`config.mk`:
```
export PLATFORM = sky130hd
export DESIGN_NAME = autoneg_base_page_regs
export DESIGN_NICKNAME = d
export VERILOG_FILES = /design/src/common/autoneg_pkg.sv /design/src/hdl/autoneg_base_page_regs.sv
export SDC_FILE = /design/constraint.sdc
export NUM_CORES = 1
export LEC_CHECK = 0
export BUFFER_PORTS_ARGS = -buffer_cell sky130_fd_sc_hd__buf_4
export CAP_MARGIN = 20
export CORE_MARGIN = 1
export CORE_UTILIZATION = 30
export CTS_BUF_LIST = sky130_fd_sc_hd__clkbuf_16
export DETAILED_ROUTE_END_ITERATION = 16
export PLACE_DENSITY_LB_ADDON = 0.25
export SKIP_CTS_REPAIR_TIMING = 1
export SYNTH_ARGS = -nofsm -noshare
export SYNTH_HDL_FRONTEND = slang
export SYNTH_SLANG_ARGS = --single-unit
```
`constraint.sdc`:
```
create_clock -name core_clk -period 1.32 [get_ports core_clk]
set_input_delay 0.132 -clock core_clk [delete_from_list [all_inputs] [get_ports core_clk]]
set_output_delay 0.132 -clock core_clk [all_outputs]
set_load 0.01 [all_outputs]
```
`src/common/autoneg_pkg.sv`:
```
// Package: register map, reset values and carrier types for base-page regs
package autoneg_pkg;

  // ==========================================================
  // Register map (printed offsets 0x4/0x5 are word indices)
  localparam logic [3:0] ADVERT_IDX = 4'h4;
  localparam logic [3:0] PARTNER_IDX = 4'h5;
  localparam logic [3:0] CTRL_IDX = 4'h6;
  localparam logic [3:0] STATUS_IDX = 4'h7;

  // ==========================================================
  // Field positions
  localparam int TECH_LO = 5;
  localparam int TECH_HI = 7;
  localparam int SEL_LO = 0;
  localparam int SEL_HI = 4;

  // ==========================================================
  // Reset values
  localparam logic [2:0] TECH_RST = 3'h7;
  localparam logic [4:0] SEL_RST = 5'h01;
  localparam logic [15:0] PARTNER_RST = 16'h0000;

  // Control register bits
  localparam int CTL_SWRST = 0;
  localparam int CTL_RESTART = 1;
  localparam int CTL_ANEN = 2;
  localparam int CTL_DUPLEX = 3;
  localparam int CTL_SPDLSB = 4;
  localparam int CTL_SPDMSB = 5;
  localparam int CTL_PD0 = 6;
  localparam int CTL_PD1 = 7;
  localparam logic [7:0] CTL_RST = 8'h04;

  // Advertised abilities handed to the negotiation engine
  typedef struct packed {
    logic gigFull;
    logic gigHalf;
    logic [2:0] tech;
    logic [4:0] selector;
  } advert_t;

  // Received base-page word from the arbiter
  typedef struct packed {
    logic valid;
    logic [15:0] word;
  } rx_page_t;

endpackage

```
`src/hdl/autoneg_base_page_regs.sv`:
```
// Base-page advertisement and partner ability registers on AHB-Lite
`timescale 1ns/100ps

// Overview of operation
// - Advert writes stay pending until soft reset, restart or link loss.
// - A power-down control leaving power-down also applies pending writes.
// - Autoneg off with forced gigabit still runs, gigabit only, per duplex.
// - In forced gigabit the 10/100 and gigabit advertise bits are ignored.
// - Bits 7..5 advertise 100TX-HD, 10T-FD, 10T-HD when 1 and reset to 1.
// - Selector resets to 00001 and keeps its value over software reset.
// - Partner bit 15 is next page; all read-only, cleared by either reset.
// - Partner bit 14 mirrors received acknowledge.
// - Partner bit 13 mirrors received remote fault.
// - Partner bit 11 mirrors asymmetric pause, bit 12 mirrors its bit.
// - Partner bit 10 mirrors pause capability.
// - Partner bits 9..5 mirror the received technology bits.
// - Partner bits 4..0 mirror the received selector, zero after reset.
module autoneg_base_page_regs (
  input wire logic core_clk,
  input wire logic rst,
  input wire logic clkEn,
  input wire logic hsel,
  input wire logic [31:0] haddr,
  input wire logic [1:0] htrans,
  input wire logic hwrite,
  input wire logic [2:0] hsize,
  input wire logic [31:0] hwdata,
  input wire logic hready,
  output logic [31:0] hrdata,
  output logic hreadyout,
  output logic hresp,
  input wire logic linkUp,
  input wire autoneg_pkg::rx_page_t rxPage,
  output autoneg_pkg::advert_t advert,
  output logic anRunning
);

  // ==========================================================
  // Bus address phase capture
  logic wrPend_reg;
  logic [3:0] wrIdx_reg;
  logic linkMeta_reg;
  logic linkSync_reg;
  logic linkPrev_reg;
  logic [7:0] ctrl_reg;
  logic [7:0] ctrl_next;
  logic pdPrev0_reg;
  logic pdPrev1_reg;
  logic [2:0] techPend_reg;
  logic [4:0] selPend_reg;
  logic [2:0] techAct_reg;
  logic [4:0] selAct_reg;
  logic [15:0] partner_reg;
  logic [31:0] rdData_reg;

  wire addrPhase = hsel && hready && htrans[1];
  wire [3:0] addrIdx = haddr[5:2];
  wire wrAdvert = wrPend_reg && (wrIdx_reg == autoneg_pkg::ADVERT_IDX);
  wire wrCtrl = wrPend_reg && (wrIdx_reg == autoneg_pkg::CTRL_IDX);

  // ==========================================================
  // Trigger events
  wire swReset = wrCtrl && hwdata[autoneg_pkg::CTL_SWRST];
  wire restart = wrCtrl && hwdata[autoneg_pkg::CTL_RESTART];
  wire linkLost = linkPrev_reg && !linkSync_reg;
  // Leaving power-down on either control bit
  wire pdExit = (pdPrev0_reg && !ctrl_reg[autoneg_pkg::CTL_PD0]) ||
                (pdPrev1_reg && !ctrl_reg[autoneg_pkg::CTL_PD1]);
  wire applyPend = swReset || restart || linkLost || pdExit;

  // Reset and trigger pulses are self-clearing; other bits store
  always_comb begin
    ctrl_next = ctrl_reg;
    if (wrCtrl) begin
      ctrl_next = hwdata[7:0];
    end
    ctrl_next[autoneg_pkg::CTL_SWRST] = 1'b0;
    ctrl_next[autoneg_pkg::CTL_RESTART] = 1'b0;
  end

  // ==========================================================
  // Forced gigabit advertisement
  wire forcedGig = !ctrl_reg[autoneg_pkg::CTL_ANEN] &&
                   ctrl_reg[autoneg_pkg::CTL_SPDMSB] &&
                   !ctrl_reg[autoneg_pkg::CTL_SPDLSB];
  // Negotiation never stops in forced gigabit: it is mandatory there
  assign anRunning = ctrl_reg[autoneg_pkg::CTL_ANEN] || forcedGig;
  assign advert.gigFull = forcedGig && ctrl_reg[autoneg_pkg::CTL_DUPLEX];
  assign advert.gigHalf = forcedGig && !ctrl_reg[autoneg_pkg::CTL_DUPLEX];
  assign advert.tech = forcedGig ? 3'h0 : techAct_reg;
  assign advert.selector = selAct_reg;

  // ==========================================================
  // Read mux
  wire [15:0] advertView = {8'h00, techAct_reg, selAct_reg};
  wire [15:0] statusView = {14'h0000, linkSync_reg, anRunning};
  wire [31:0] rdMux =
    (addrIdx == autoneg_pkg::ADVERT_IDX) ? {16'h0000, advertView} :
    (addrIdx == autoneg_pkg::PARTNER_IDX) ? {16'h0000, partner_reg} :
    (addrIdx == autoneg_pkg::CTRL_IDX) ? {24'h000000, ctrl_reg} :
    (addrIdx == autoneg_pkg::STATUS_IDX) ? {16'h0000, statusView} :
    32'h00000000;

  assign hreadyout = 1'b1;
  assign hresp = 1'b0;
  assign hrdata = rdData_reg;

  // ==========================================================
  // Bus and control state
  always_ff @(posedge core_clk) begin
    if (rst) begin
      wrPend_reg <= 1'b0;
      wrIdx_reg <= 4'h0;
      rdData_reg <= 32'h00000000;
      ctrl_reg <= autoneg_pkg::CTL_RST;
      pdPrev0_reg <= 1'b0;
      pdPrev1_reg <= 1'b0;
    end else if (clkEn) begin
      wrPend_reg <= addrPhase && hwrite;
      wrIdx_reg <= addrIdx;
      if (addrPhase && !hwrite) begin
        rdData_reg <= rdMux;
      end
      ctrl_reg <= ctrl_next;
      pdPrev0_reg <= ctrl_reg[autoneg_pkg::CTL_PD0];
      pdPrev1_reg <= ctrl_reg[autoneg_pkg::CTL_PD1];
    end
  end

  // Link status from the line side is asynchronous
  always_ff @(posedge core_clk) begin
    if (rst) begin
      linkMeta_reg <= 1'b0;
      linkSync_reg <= 1'b0;
      linkPrev_reg <= 1'b0;
    end else if (clkEn) begin
      linkMeta_reg <= linkUp;
      linkSync_reg <= linkMeta_reg;
      linkPrev_reg <= linkSync_reg;
    end
  end

  // ==========================================================
  // Advertisement: pending copy and active copy
  always_ff @(posedge core_clk) begin
    if (rst) begin
      techPend_reg <= autoneg_pkg::TECH_RST;
      selPend_reg <= autoneg_pkg::SEL_RST;
      techAct_reg <= autoneg_pkg::TECH_RST;
      selAct_reg <= autoneg_pkg::SEL_RST;
    end else if (clkEn) begin
      if (wrAdvert) begin
        techPend_reg <= hwdata[autoneg_pkg::TECH_HI:autoneg_pkg::TECH_LO];
        selPend_reg <= hwdata[autoneg_pkg::SEL_HI:autoneg_pkg::SEL_LO];
      end
      // Whole copy moves at once; a same-cycle write is included
      if (applyPend) begin
        techAct_reg <= wrAdvert ?
          hwdata[autoneg_pkg::TECH_HI:autoneg_pkg::TECH_LO] :
          techPend_reg;
        selAct_reg <= wrAdvert ?
          hwdata[autoneg_pkg::SEL_HI:autoneg_pkg::SEL_LO] :
          selPend_reg;
      end
    end
  end

  // ==========================================================
  // Partner ability: whole received word, bit for bit
  always_ff @(posedge core_clk) begin
    if (rst) begin
      partner_reg <= autoneg_pkg::PARTNER_RST;
    end else if (clkEn) begin
      if (swReset) begin
        partner_reg <= autoneg_pkg::PARTNER_RST;
      end else if (rxPage.valid) begin
        // Bits 15..0: NP, ack, RF, 12, asym, pause, tech, selector
        partner_reg <= rxPage.word;
      end
    end
  end

endmodule

```
After elaboration in Yosys (flattened, before gate mapping). Index checks and enable logic that the tools add are counted. Widths: inputs -> output; s select.

Latch bits: 0. Memories kept: 0. Bits in read-only memories: 0. RAM bits: 0. Register bits after elaboration: 80. Input port bits: 93.

Equal/unequal tests: 6. Reduce and logical (&&, ||, !) cells: 32. Magnitude comparators: 0. Bitwise logic cells: 0. Multipliers: 0. Multiplexer cells: 9. Shift operators: 0. Div/mod/pow operators: 0. Add/subtract/negate cells: 0.

Operator list (number): $mux 16 (4); $eq 4x3->1 const B (6); $logic_and 1x1->1 (15); $mux 8 (1); $reduce_and 2->1 (4); $logic_not 1->1 (7); $mux 3 (2); $logic_or 1x1->1 (5); $mux 5 (1); $mux 2 (1); $reduce_bool 2->1 (1).

Depth between registers and ports, before layout.
Word-level depth: 8. Depth in mapped cells: 8. Mapped depth without buffers: 4.

Least setup slack after synthesis. Ideal clock, no wire load.

Path kind: reg2reg. From: register wrIdx_reg[0]. To: register partner_reg[10]. Library setup time: 0.057 ns. Data arrival time: 1.381 ns. Cell stages (with the launch flop): 7. Setup slack: -0.118 ns. Clock period less this slack: 1.438 ns. Cell sequence: dfxtp_1 > and4bb_1 > buf_6 > a31o_4 > a21oi_4 > buf_6 > a22o_2.

Cells in the longest elaborated chain, start to end: 5.

RTL lines: from (decl) (RTL line autoneg_base_page_regs.sv:41) `logic [3:0] wrIdx_reg;`; from (signal assigned) (RTL line autoneg_base_page_regs.sv:120) `wrIdx_reg <= addrIdx;`; $eq 4x3->1 * (RTL line autoneg_base_page_regs.sv:59) `wire wrCtrl = wrPend_reg && (wrIdx_reg == autoneg_pkg::CTRL_IDX);`; $logic_and 1x1->1 * (RTL line autoneg_base_page_regs.sv:59); $logic_and 1x1->1 * (RTL line autoneg_base_page_regs.sv:63) `wire swReset = wrCtrl && hwdata[autoneg_pkg::CTL_SWRST];`; $reduce_bool 2->1 (no source line); $reduce_and 2->1 (no source line); to (signal assigned) (RTL line autoneg_base_page_regs.sv:172) `partner_reg <= autoneg_pkg::PARTNER_RST;`; to (signal assigned) (RTL line autoneg_base_page_regs.sv:175) `partner_reg <= autoneg_pkg::PARTNER_RST;`; to (signal assigned) (RTL line autoneg_base_page_regs.sv:178) `partner_reg <= rxPage.word;`; to (decl) (RTL line autoneg_base_page_regs.sv:53) `logic [15:0] partner_reg;`.

Every way passes the cells marked *; elsewhere a longest branch is shown, timed or not. A chain may end at the register's enable or synchronous reset.

Worst setup path in the final report.
From: register wrIdx_reg[0]. To: register partner_reg[11].

Same word-level chain as after synthesis.

==> results.py <==
metrics = {
    "outcome": {
        "outcome": "finished with violations",
        "failed_checks": "negative setup slack",
    },
    "route": {
        "avgViaCountPerCell": 4.65,
        "wl_met2_um": 3450,
        "antenna_left": 0,
        "drt-initial-drc-count": 70,
        "dr.max_layer_used": "met4",
        "drt-met1-wl_um": 3660,
        "route.met3.wl_um": 307,
        "num_vias": 2458,
        "wire_per_inst_um": 14.2,
        "route.detailed.drc": 0,
        "dr.pass1.iters": 4,
        "routed_wl_um": 7490,
    },
    "yosys": {
        "yosys_warnings": 0,
        "synth_edf_count": 0,
        "syn-mean-instance-area_um2": 9.36,
        "netlist-cell-type-count": 43,
        "synth-seq-cells": 64,
        "synth_cells": 312,
        "synth_ff_type": "dfxtp_1",
        "async_flop_share_pct": 0,
        "yosysSeqAreaShare_pct": 43.9,
        "synthesis.area_um2": 2920,
    },
    "floorplanning": {
        "die_w_um": 101,
        "rows": 35,
        "die_y_um": 101,
        "pin_count": 138,
        "die-area_um2": 10100,
        "start_util_pct": 31.3,
        "core_area_um2": 9330,
    },
    "worst_setup_path": {
        "path_depth": 5,
        "crit_arrival_ns": 1.63,
        "crit_family": "compound AO/OA/AOI/OAI gates",
        "path_max_fanout": 15,
        "critical_path_buf_inv_count": 1,
        "critPathRequiredTime_ns": 1.53,
        "critPathCaptureType": "flop",
        "crit_chain": "and4bb_4, a31o_4, a21oi_4, buf_12, a22o_1",
        "max_stage_delay_ns": 0.38,
        "worstSetupStartpointType": "flop",
        "r2r_cells": 5,
        "crit_slowest_cell": "and4bb_4",
        "crit_type": "reg2reg",
    },
    "final_layout": {
        "fillers": 923,
        "drive_gt1_share_pct": 36.8,
        "final_cells": 529,
        "final_nets": 489,
        "antenna_cells": 0,
        "area_growth_pct": 39.8,
        "stdcell_area_um2": 4080,
    },
    "placed_design": {
        "portBuffers": 63,
        "dpl_cell_area_um2": 3610,
        "place_ws_ns": -0.334,
        "routabilityCongestion": 0.827,
        "placed_cells": 509,
        "dpl.hpwl_um": 5420,
    },
    "clocking": {
        "clock-root-buffer": "clkbuf_16",
        "clkSlewWorstSetupHoldPaths_ns": 0.05,
        "cts_made_buffers": 9,
        "cts_tree": "yes",
        "clock_path_buffers": 2,
        "cts_sinks": 64,
        "clk_latency_ns": 0.32,
        "cts_max_level": 3,
    },
    "grt": {
        "grt_start_max_net_pins": 42,
        "grt.total_usage_pct": 15.1,
        "antenna_found_initial": 0,
        "grt_pass1_vias": 2252,
        "grt_pass1_wl_um": 11500,
        "overflow": 0,
    },
    "timing": {
        "drv_slew": 0,
        "hold_viol": 0,
        "finalCriticalPeriod_ns": 1.42,
        "max_freq_ghz": 0.705,
        "skew_ns": 0.00743,
        "grt_setup_unrepaired": "yes",
        "setup_viol": 26,
        "setup_ws_ns": -0.0989,
        "fin_crit_sh_pct": 107,
    },
    "min_path": {
        "holdPathStages": 2,
        "hold_class": "in2reg",
    },
    "power": {
        "combPwrFrac_pct": 8.9,
        "p_sw_share_pct": 23.8,
        "peakVddDrop_uv": 700,
        "finalPower_uw": 4470,
        "p_leak_uw": 0.00174,
        "p_per_area_nw_per_um2": 1100,
        "power_frac_seq_pct": 44.6,
        "p_switching_uw": 1060,
        "internal_power_uw": 3410,
        "p_clk_share_pct": 46.5,
    },
    "job": {
        "maxCapViolCount": 0,
    },
}
cell type report:
cell class                      count  area (µm²)  area share, %
Clock buffer                        9         225           5.51
Tap cell                          129         161           3.95
Inverter                            7        26.3          0.643
Clock inverter                      6        37.5          0.919
Timing Repair Buffer               96         810           19.8
Sequential cell                    64        1290           31.5
Multi-Input combinational cell    218        1540           37.7
path summary, 6_finish.rpt:
path,start,endpoint,slack (ns)
hold reg to reg,hrdata[14]$_SDFFE_PP0P_,hrdata[14]$_SDFFE_PP0P_,0.45
setup reg to reg,wrIdx_reg[0]$_SDFFE_PP0P_,partner_reg[11]$_SDFFE_PP0P_,-0.1
setup / recovery,wrIdx_reg[0]$_SDFFE_PP0P_,partner_reg[11]$_SDFFE_PP0P_,-0.1
hold / removal,rxPage[8],partner_reg[8]$_SDFFE_PP0P_,0.02
cells in the mapped netlist, types with 2 or more instances:
library cell / count / area (µm²)
nor2_1: 48 / 180
buf_6: 3 / 33.8
dfxtp_1: 64 / 1280
and3_1: 3 / 18.8
a21oi_1: 10 / 50.1
o21ai_0: 11 / 55.1
a211oi_1: 3 / 22.5
a221oi_1: 4 / 35.0
mux2i_1: 29 / 290
a22o_1: 13 / 114
o21a_1: 8 / 60.1
clkbuf_1: 9 / 33.8
nor2b_1: 5 / 31.3
conb_1: 2 / 7.51
nand2b_1: 3 / 18.8
nand3_1: 6 / 30.0
a22o_2: 4 / 40.0
inv_1: 7 / 26.3
buf_2: 5 / 25.0
buf_4: 21 / 158
a22oi_1: 7 / 52.6
nand2_1: 17 / 63.8
o21bai_1: 4 / 30.0
o2bb2ai_1: 6 / 52.6
and2_1: 2 / 12.5
placed cells by master (no fill, tap or decap), types with 2 or more instances in the layout:
cell type,Yosys,layout
clkinv_2,0,2
clkbuf_16,0,9
buf_12,0,5
nand3_1,6,4
inv_1,7,7
nand3_2,1,2
a22o_2,4,4
o21ai_0,11,10
nand2b_1,3,2
nand2_1,17,16
dfxtp_1,64,60
o21a_1,8,7
buf_6,3,7
o21bai_1,4,4
clkinvlp_4,0,2
buf_4,21,84
a21oi_1,10,4
nor2b_1,5,4
a22oi_1,7,7
and2_1,2,2
a22o_1,13,13
a21oi_2,0,6
o2bb2ai_1,6,6
conb_1,2,18
a221oi_1,4,4
mux2i_1,29,29
a211oi_2,0,3
nor2_1,48,46
and3_1,3,2
dfxtp_2,0,4
power groups by stage:
stage               registers, µW  clock network [µW]  logic (µW)
floorplan                    2030                   0         237
global placement             2030                   0         368
detailed placement           2030                   0         370
CTS                          1990                2140         371
global route                 2000                2230         428
finish                       1990                2080         396
kinds of logic after synthesis:
| group | count (synthesis) | synth area share (%) |
|---|---|---|
| AND/OR/NAND/NOR | 91 | 14.8 |
| AO/OA/AOI/OAI | 79 | 21.2 |
| flip-flops | 64 | 43.9 |
| buffers and inverters | 46 | 9.60 |
| multiplexers | 30 | 10.3 |
| other | 2 | 0.257 |
stage by stage:
step / setup TNS, ns / hold WS (ns) / utilization (%)
after floorplan: -0.775 / 0.257 / -
after global placement: -5.61 / 0.352 / 38.7
after detailed placement: -7.27 / 0.350 / 38.7
after CTS: -8.28 / 0.0100 / 41.5
after global routing: -3.36 / 0.0124 / 43.8
final: -1.59 / 0.0199 / 43.8
routing by layer:
layer / GRT usage, % / up-vias
met1: 20.4 / 1159
met2: 23.1 / 61
met3: 4.79 / 7
met5: 0 / -
li1: - / 1231
met4: 4.01 / 0
(Power assumes the default switching activity.)
